**src/hdl/cts_regs.svh**
```systemverilog
// Register map, field positions and encodings of the timer resource select block
// Overview of operation
// - Each unit has a readable, writable control register and low/high data bytes.
// - Capture/compare units take their time base from timer 1, 3, 5 or 7 only.
// - PWM units take their time base from timer 2, 4, 6 or 8 only.
// - All units run together and may share a timer within one mode class.
// - Select register A holds units 4 to 7, register B units 8 to 10.
// - Unit 4: 00=T1/T2, 01=T3/T4, 10=T3/T6, 11 reserved; unit 5: 0=T1/T2, 1=T5/T4.
// - Unit 6: 0=T1/T2, 1=T5/T2; unit 7: 00 T1/T2, 01 T5/T4, 10 T5/T6, 11 T5/T8.
// - Unit 8: 00 T1/T2, 01 T7/T4, 10 T7/T6, 11 reserved; small variant always T1 capture.
// - Unit 9: 0=T1/T2, 1=T7/T4; unit 10: 0=T1/T2, 1=T7/T2.
// - Units 9 and 10 and their select fields are absent on the small variant.
`ifndef CTS_REGS_SVH
`define CTS_REGS_SVH

// Bus widths and unit count
`define CTS_AW 8
`define CTS_DW 8
`define CTS_NUNITS 7
`define CTS_ZERO8 8'h00
`define CTS_ZERO16 16'h0000

// Unit register offsets: unit index times stride plus slot
`define CTS_UNIT_STRIDE 8'h04
`define CTS_SLOT_CON 2'h0
`define CTS_SLOT_LOW 2'h1
`define CTS_SLOT_HIGH 2'h2
`define CTS_SEL_A_ADDR 8'h1c
`define CTS_SEL_B_ADDR 8'h1d

// Select register field positions
`define CTS_U4_LSB 0
`define CTS_U5_BIT 2
`define CTS_U6_BIT 3
`define CTS_U7_LSB 4
`define CTS_U8_LSB 0
`define CTS_U9_BIT 2
`define CTS_U10_BIT 3
`define CTS_SEL_A_MASK 8'h3f
`define CTS_SEL_B_MASK 8'h0f
`define CTS_SEL_B_MASK_SMALL 8'h03

// Control register mode field and class limits
`define CTS_MODE_MSB 3
`define CTS_MODE_CC_MIN 4'h4
`define CTS_MODE_CC_MAX 4'hb
`define CTS_MODE_PWM_MIN 4'hc

// Two-bit selector codes
`define CTS_SEL_00 2'h0
`define CTS_SEL_01 2'h1
`define CTS_SEL_10 2'h2
`define CTS_SEL_11 2'h3

// Timer numbers
`define CTS_TMR_NONE 4'h0
`define CTS_TMR1 4'h1
`define CTS_TMR2 4'h2
`define CTS_TMR3 4'h3
`define CTS_TMR4 4'h4
`define CTS_TMR5 4'h5
`define CTS_TMR6 4'h6
`define CTS_TMR7 4'h7
`define CTS_TMR8 4'h8

`endif

```
**src/hdl/cts_pkg.sv**
```systemverilog
// Types shared by the timer resource select block
package cts_pkg;
  typedef logic [3:0] cts_tmr_t;
  typedef enum logic [1:0] {CTS_CLS_OFF, CTS_CLS_CC, CTS_CLS_PWM} cts_class_e;
  typedef struct packed {
    logic [7:0] con;
    logic [7:0] low;
    logic [7:0] high;
  } cts_unit_s;
  typedef struct packed {
    logic [7:0] sel_a;
    logic [7:0] sel_b;
    logic [7:0] rdata;
    logic [6:0][3:0] tmr;
    logic [6:0] pwm;
  } cts_top_s;
endpackage : cts_pkg

```
**src/hdl/cts_unit_regs.sv**
```systemverilog
// Control and data byte registers of one capture/compare/PWM unit
`timescale 1ns/1ps
`default_nettype none
`include "cts_regs.svh"
module cts_unit_regs
  import cts_pkg::*;
(
  input wire logic clk, // System clock
  input wire logic rst_n, // Synchronous reset, active low
  input wire logic wr_con, // Write control byte
  input wire logic wr_low, // Write data low byte
  input wire logic wr_high, // Write data high byte
  input wire logic [7:0] wdata, // Write data
  output logic [7:0] unit_control_reg, // Control register
  output logic [15:0] unit_data_reg // Data register high:low
);
  cts_unit_s s_q, s_d;

  always_comb begin
    s_d = s_q;
    if (wr_con) begin
      s_d.con = wdata;
    end
    if (wr_low) begin
      s_d.low = wdata;
    end
    if (wr_high) begin
      s_d.high = wdata;
    end
  end

  // State register
  always_ff @(posedge clk) begin
    if (!rst_n) begin
      s_q <= '0;
    end else begin
      s_q <= s_d;
    end
  end

  assign unit_control_reg = s_q.con;
  assign unit_data_reg = {s_q.high, s_q.low};
endmodule : cts_unit_regs
`default_nettype wire

```
**src/hdl/cts_timer_map.sv**
```systemverilog
// Select field to timer number decode for one unit
`timescale 1ns/1ps
`default_nettype none
`include "cts_regs.svh"
module cts_timer_map
  import cts_pkg::*;
#(
  parameter int UNIT = 4,
  parameter bit SMALL = 1'b0
) (
  input wire logic [1:0] sel, // Select field, one-bit fields in bit 0
  output cts_tmr_t cc_tmr, // Timer for capture/compare
  output cts_tmr_t pwm_tmr, // Timer for PWM
  output logic rsv // Reserved code selected
);
  // Per-unit routing tables
  always_comb begin
    cc_tmr = `CTS_TMR1;
    pwm_tmr = `CTS_TMR2;
    rsv = 1'b0;
    unique case (UNIT)
      4: begin
        unique case (sel)
          `CTS_SEL_00: begin cc_tmr = `CTS_TMR1; pwm_tmr = `CTS_TMR2; end
          `CTS_SEL_01: begin cc_tmr = `CTS_TMR3; pwm_tmr = `CTS_TMR4; end
          `CTS_SEL_10: begin cc_tmr = `CTS_TMR3; pwm_tmr = `CTS_TMR6; end
          `CTS_SEL_11: begin cc_tmr = `CTS_TMR_NONE; pwm_tmr = `CTS_TMR_NONE; rsv = 1'b1; end
        endcase
      end
      5: begin
        if (sel[0]) begin cc_tmr = `CTS_TMR5; pwm_tmr = `CTS_TMR4; end
      end
      6: begin
        if (sel[0]) begin cc_tmr = `CTS_TMR5; pwm_tmr = `CTS_TMR2; end
      end
      7: begin
        unique case (sel)
          `CTS_SEL_00: begin cc_tmr = `CTS_TMR1; pwm_tmr = `CTS_TMR2; end
          `CTS_SEL_01: begin cc_tmr = `CTS_TMR5; pwm_tmr = `CTS_TMR4; end
          `CTS_SEL_10: begin cc_tmr = `CTS_TMR5; pwm_tmr = `CTS_TMR6; end
          `CTS_SEL_11: begin cc_tmr = `CTS_TMR5; pwm_tmr = `CTS_TMR8; end
        endcase
      end
      // unit 8 two-bit map, small variant keeps T1
      8: begin
        unique case (sel)
          `CTS_SEL_00: begin cc_tmr = `CTS_TMR1; pwm_tmr = `CTS_TMR2; end
          `CTS_SEL_01: begin cc_tmr = SMALL ? `CTS_TMR1 : `CTS_TMR7; pwm_tmr = `CTS_TMR4; end
          `CTS_SEL_10: begin cc_tmr = SMALL ? `CTS_TMR1 : `CTS_TMR7; pwm_tmr = `CTS_TMR6; end
          `CTS_SEL_11: begin cc_tmr = `CTS_TMR_NONE; pwm_tmr = `CTS_TMR_NONE; rsv = 1'b1; end
        endcase
      end
      9: begin
        if (sel[0]) begin cc_tmr = `CTS_TMR7; pwm_tmr = `CTS_TMR4; end
      end
      10: begin
        if (sel[0]) begin cc_tmr = `CTS_TMR7; pwm_tmr = `CTS_TMR2; end
      end
      default: begin
        cc_tmr = `CTS_TMR_NONE;
        pwm_tmr = `CTS_TMR_NONE;
      end
    endcase
  end
endmodule : cts_timer_map
`default_nettype wire

```
**src/hdl/cts_timer_select.sv**
```systemverilog
// Register bank and timer resource selection for capture/compare/PWM units 4 to 10
//
// Chosen here: strobed register access and the address map.
`timescale 1ns/1ps
`default_nettype none
`include "cts_regs.svh"
module cts_timer_select
  import cts_pkg::*;
#(
  parameter bit SMALL = 1'b0 // Small program memory variant
) (
  input wire logic clk, // System clock, 100 MHz
  input wire logic rst_n, // Synchronous reset, active low
  input wire logic [7:0] addr, // Register address
  input wire logic [7:0] wdata, // Write data
  input wire logic wr_en, // Write strobe
  input wire logic rd_en, // Read strobe
  output logic [7:0] rdata, // Read data, cycle after rd_en
  output logic [27:0] unit_timer, // Timer number in use, 4 bits per unit
  output logic [6:0] unit_pwm, // Unit runs in PWM class
  output logic [111:0] unit_data, // Data registers, 16 bits per unit
  output logic sel_reserved // A reserved selector code is held
);

  ////////////////////////////////////////////////////////////////////////////
  // Declarations
  cts_top_s s_q, s_d;
  logic [7:0] u_con [`CTS_NUNITS];
  logic [15:0] u_dat [`CTS_NUNITS];
  logic [1:0] u_sel [`CTS_NUNITS];
  cts_tmr_t u_cc [`CTS_NUNITS];
  cts_tmr_t u_pw [`CTS_NUNITS];
  logic [6:0] u_rsv;
  cts_class_e u_cls [`CTS_NUNITS];
  logic [1:0] unit_slot;
  logic [2:0] unit_idx;
  logic unit_hit;

  ////////////////////////////////////////////////////////////////////////////
  // Address decode: unit index and slot
  assign unit_idx = addr[4:2];
  assign unit_slot = addr[1:0];
  assign unit_hit = (addr[7:5] == 3'h0) && (unit_idx < 3'(`CTS_NUNITS)) && (unit_slot != 2'h3)
    && !(SMALL && unit_idx >= 3'h5);

  // select fields per unit from the two registers
  assign u_sel[0] = s_q.sel_a[`CTS_U4_LSB +: 2];
  assign u_sel[1] = {1'b0, s_q.sel_a[`CTS_U5_BIT]};
  assign u_sel[2] = {1'b0, s_q.sel_a[`CTS_U6_BIT]};
  assign u_sel[3] = s_q.sel_a[`CTS_U7_LSB +: 2];
  assign u_sel[4] = s_q.sel_b[`CTS_U8_LSB +: 2];
  assign u_sel[5] = {1'b0, s_q.sel_b[`CTS_U9_BIT]};
  assign u_sel[6] = {1'b0, s_q.sel_b[`CTS_U10_BIT]};

  ////////////////////////////////////////////////////////////////////////////
  // Per-unit registers and routing
  for (genvar i = 0; i < `CTS_NUNITS; i++) begin : g_unit
    logic hit;
    assign hit = wr_en && unit_hit && (unit_idx == 3'(i));
    // units 9 and 10 absent on the small variant
    if (SMALL && i >= 5) begin : g_absent
      assign u_con[i] = `CTS_ZERO8;
      assign u_dat[i] = `CTS_ZERO16;
      assign u_cc[i] = `CTS_TMR_NONE;
      assign u_pw[i] = `CTS_TMR_NONE;
      assign u_rsv[i] = 1'b0;
    end else begin : g_present
      cts_unit_regs u_regs (
        .clk(clk),
        .rst_n(rst_n),
        .wr_con(hit && unit_slot == `CTS_SLOT_CON),
        .wr_low(hit && unit_slot == `CTS_SLOT_LOW),
        .wr_high(hit && unit_slot == `CTS_SLOT_HIGH),
        .wdata(wdata),
        .unit_control_reg(u_con[i]),
        .unit_data_reg(u_dat[i])
      );
      cts_timer_map #(.UNIT(i + 4), .SMALL(SMALL)) u_map (
        .sel(u_sel[i]),
        .cc_tmr(u_cc[i]),
        .pwm_tmr(u_pw[i]),
        .rsv(u_rsv[i])
      );
    end
    // Mode class from the control mode field
    always_comb begin
      if (u_con[i][`CTS_MODE_MSB:0] >= `CTS_MODE_PWM_MIN) begin
        u_cls[i] = CTS_CLS_PWM;
      end else if (u_con[i][`CTS_MODE_MSB:0] >= `CTS_MODE_CC_MIN) begin
        u_cls[i] = CTS_CLS_CC;
      end else begin
        u_cls[i] = CTS_CLS_OFF;
      end
    end
    assign unit_data[i*16 +: 16] = u_dat[i];
    assign unit_timer[i*4 +: 4] = s_q.tmr[i];
  end

  ////////////////////////////////////////////////////////////////////////////
  // Next state: select writes, read data, timer in use
  always_comb begin
    s_d = s_q;
    s_d.rdata = `CTS_ZERO8;
    // select register writes, absent fields read zero
    if (wr_en && addr == `CTS_SEL_A_ADDR) begin
      s_d.sel_a = wdata & `CTS_SEL_A_MASK;
    end
    if (wr_en && addr == `CTS_SEL_B_ADDR) begin
      s_d.sel_b = wdata & (SMALL ? `CTS_SEL_B_MASK_SMALL : `CTS_SEL_B_MASK);
    end
    if (rd_en) begin
      if (addr == `CTS_SEL_A_ADDR) begin
        s_d.rdata = s_q.sel_a;
      end else if (addr == `CTS_SEL_B_ADDR) begin
        s_d.rdata = s_q.sel_b;
      end else if (unit_hit) begin
        unique case (unit_slot)
          `CTS_SLOT_CON: s_d.rdata = u_con[unit_idx];
          `CTS_SLOT_LOW: s_d.rdata = u_dat[unit_idx][7:0];
          default: s_d.rdata = u_dat[unit_idx][15:8];
        endcase
      end
    end
    // each unit routes independently, sharing allowed
    for (int i = 0; i < `CTS_NUNITS; i++) begin
      unique case (u_cls[i])
        CTS_CLS_CC: s_d.tmr[i] = u_cc[i];
        CTS_CLS_PWM: s_d.tmr[i] = u_pw[i];
        CTS_CLS_OFF: s_d.tmr[i] = `CTS_TMR_NONE;
      endcase
      s_d.pwm[i] = (u_cls[i] == CTS_CLS_PWM);
    end
  end

  // State register; select registers reset to zero
  always_ff @(posedge clk) begin
    if (!rst_n) begin
      s_q <= '0;
    end else begin
      s_q <= s_d;
    end
  end

  assign rdata = s_q.rdata;
  assign unit_pwm = s_q.pwm;
  // flag a reserved code written by software
  assign sel_reserved = |u_rsv;

  ////////////////////////////////////////////////////////////////////////////
  // Assertions and covers
  logic odd_ok, even_ok;
  always_comb begin
    odd_ok = 1'b1;
    even_ok = 1'b1;
    for (int i = 0; i < `CTS_NUNITS; i++) begin
      if (!s_q.pwm[i] && s_q.tmr[i] != `CTS_TMR_NONE && !s_q.tmr[i][0]) begin
        odd_ok = 1'b0;
      end
      if (s_q.pwm[i] && s_q.tmr[i] != `CTS_TMR_NONE && s_q.tmr[i][0]) begin
        even_ok = 1'b0;
      end
    end
  end
endmodule : cts_timer_select
`default_nettype wire

```
**config.mk**
```make
export PLATFORM = sky130hd
export DESIGN_NAME = cts_timer_select
export DESIGN_NICKNAME = d
export VERILOG_FILES = /design/src/hdl/cts_pkg.sv /design/src/hdl/cts_unit_regs.sv /design/src/hdl/cts_timer_map.sv /design/src/hdl/cts_timer_select.sv
export VERILOG_INCLUDE_DIRS = /design/src /design/src/hdl
export SDC_FILE = /design/constraint.sdc
export NUM_CORES = 1
export LEC_CHECK = 0
export BUFFER_PORTS_ARGS = -buffer_cell sky130_fd_sc_hd__buf_2
export CAP_MARGIN = 20
export CELL_PAD_IN_SITES_DETAIL_PLACEMENT = 1
export CELL_PAD_IN_SITES_GLOBAL_PLACEMENT = 2
export CORE_UTILIZATION = 33
export DETAILED_ROUTE_END_ITERATION = 8
export PLACE_DENSITY_LB_ADDON = 0.1
export SLEW_MARGIN = 20
export SYNTH_ARGS = -nofsm -noshare
export SYNTH_HDL_FRONTEND = slang
export SYNTH_HIERARCHICAL = 1
export SYNTH_SLANG_ARGS = --single-unit
```
**constraint.sdc**
```tcl
create_clock -name clk -period 1.79 [get_ports clk]
set_clock_uncertainty 0.15 [all_clocks]
set_input_delay 0.0895 -clock clk [delete_from_list [all_inputs] [get_ports clk]]
set_output_delay 0.0895 -clock clk [all_outputs]
set_load 0.005 [all_outputs]
```
==> summary.txt <==
Global routing
  • Pin count of the biggest net entering global routing: 109
  • First-pass GRT wire length: 52.8 mm
  • Vias in the first global route: 8422
  • Initial antenna violation count: 1
  • Grt ovf: 0
  • Overall Global Routing Usage: 20.6%

Placed design
  • HPWL Detailed: 25.1 mm
  • Buffers on Ports: 175
  • Placed inst area: 12500 um2
  • Final RePlAce weighted congestion: 0.842
  • Post-placement setup slack: -0.362 ns

STA
  • Max Slew Vio Count: 0
  • Tcrit/Tclk final: 97.5%
  • Max Clk Rate: 573 MHz
  • Max-slew headroom: 55.7%
  • Final Hold Fails: 0
  • Fin crit period: 1.74 ns
  • Setup TNS: 0 ns
  • RSZ-0062 raised after global routing: yes
  • Worst setup margin: 0.0452 ns
  • Final Setup Violations: 0
  • Slew @ Worst Pin: 0.665 ns

Critical path
  • CP Class: flop to flop
  • Worst Path Buf+Inv: 0
  • Crit Reg-Reg Startpoint: g_unit[3].g_present.u_regs/unit_control_reg[4]
  • Slowest stage delay, CP: 0.53 ns
  • Reg2reg setup slack: 0.05 ns
  • Endpoint class of the critical path: flop
  • Crit path max-delay family: multiplexers
  • Crit-path cells: mux4_2 -> nor3_2 -> a221o_1 -> a2111oi_4 -> a22o_1
  • Reg-to-reg critical path endpoint: rdata[4]
  • Worst-path fanout max: 2
  • Register-to-Register Path Depth: 5
  • Worst endpoint required time: 2.07 ns
  • Setup crit start kind: flop
  • Critical Path AT: 2.02 ns
  • Slowest-stage cell, CP: mux4_2

Routing
  • Antenna-violating nets left: 0
  • DRC Markers: 0
  • DR WL/cell: 20.4 um
  • DR pass1 iterations: 4
  • Via/cell ratio: 4.70
  • Total wire length: 35.1 mm
  • Initial DRC Count: 320
  • Routed vias: 8086

Clock network
  • Sink Count: 221
  • Clk buf depth: 3
  • H-Tree Depth: 1
  • Clock-pin slew on the worst setup and hold paths: 0.06 ns
  • Clock latency on the worst-skew pair: 0.55 ns
  • Root Buffer: clkbuf_16
  • CTS tree: built
  • Num CTS Buffers: 28

Synthesis
  • Synth warn: 6
  • Syn_area_per_cell: 10.5 um2
  • Mapped cell area: 11100 um2
  • Cells after Synth: 1059

Power
  • Peak supply drop: 0.658 mV
  • NetSw: 2.60 mW
  • Reg power frac: 44.8%
  • Int Pwr: 8.40 mW
  • Clock power frac: 49.3%
  • Net Sw Frac: 23.7%
  • Leakage: 5.25 nW
  • Comb power frac: 5.9%
  • Pwr dens: 813 nW/um2

Finish
  • Area grow syn2layout: 22.2%
  • Antenna diodes: 0
  • Number of flip-flops in the largest register: 112
  • Final instance area: 13500 um2
  • # nets final: 1297
  • Fillers: 3656
  • Core Util, Final: 41.3%
  • Layout cells sized above 1: 30.5%

Floorplanning
  • Row count: 66
  • Die width: 185 um
  • Core region area: 32800 um2
  • Die height: 185 um
  • Initial Utilization: 33.8%
  • IO Pins: 176
  • Die area: 34300 um2

Run status
  • Status: completed

Flow run
  • Max Cap Viol: 0

Hold path
  • Hold path depth: 4
  • Min-Delay Path Class: input pin to flop
  • Hold Path Sink: g_unit[2].g_present.u_regs/unit_data_reg[8]
  • Min-delay src: wdata[0]
## worst min-delay path: cells and delay by family
kind,cells,cell delay (ns)
mux,1,0.18
buf+inv,2,0.34
simple gates,1,0.05
## stage by stage
step                cells  power (mW)  hold slack (ns)
floorplan            1085        5.42           0.0677
global placement     1666        5.67            0.315
detailed placement   1666        5.67            0.289
CTS                  1721        11.1          0.00297
global route         1719        11.4           0.0151
finish               1719        11.0           0.0122
## cells in the final DEF, fill, tap and decap left out, types with 20 or more instances in the layout
cell type and instances:
a22oi_1 21, buf_2 174, buf_4 104, clkbuf_16 28, conb_1 38, dfxtp_1 216, mux2i_1 202, mux4_2 26
nand2_1 29, nor2_1 20, nor2b_1 207, o21ai_0 25
## worst max path at each step
stage	startpoint	end	slack [ns]	cells past startpoint
global route	g_unit[3].g_present.u_regs/unit_control_reg[4]	rdata[4]	-0.005	5
floorplan	addr[1]	g_unit[4].g_present.u_regs/unit_control_reg[0]	-0.08	8
global placement	addr[1]	g_unit[1].g_present.u_regs/unit_data_reg[14]	-0.36	9
finish	g_unit[3].g_present.u_regs/unit_control_reg[4]	rdata[4]	0.05	5
CTS	s_q[43]	sel_reserved	-0.01	5
detailed placement	addr[1]	g_unit[0].g_present.u_regs/unit_control_reg[5]	-0.36	9
## power groups by stage
stage               Clock (mW)  Combinational [mW]  Sequential (mW)
floorplan                    0               0.381             5.04
global placement             0               0.629             5.04
detailed placement           0               0.629             5.04
CTS                       5.56               0.649             4.93
global route              5.79               0.698             4.93
finish                    5.42               0.655             4.93
## routing by layer
layer | vias up | GRT usage [%] | routed length, um
met5 | - | 0 | 11
met4 | 2 | 3.67 | 483
met2 | 154 | 34.2 | 16400
li1 | 3906 | - | -
met3 | 39 | 3.81 | 1530
met1 | 3985 | 28.0 | 16700
## repair_timing
| item | CTS | global route |
|---|---|---|
| endpoints found under the hold margin | 117 | 1 |
| hold buffers | 7 | 1 |
| pin swaps | 3 | 3 |
| setup endpoints to repair | 2 | 42 |
| buffers inserted | 0 | 1 |
| gates resized for setup | 10 | 15 |
## final cells by class
cell class / count / area [um2] / share of cell area, %
clock buffer: 40 / 796 / 5.88
clock inverter: 8 / 81.3 / 0.601
inverter: 18 / 67.6 / 0.499
multi-input combinational: 690 / 5600 / 41.4
sequential: 221 / 4430 / 32.7
tap: 442 / 553 / 4.09
timing repair buffer: 300 / 2000 / 14.8
(Power assumes the default switching activity.)
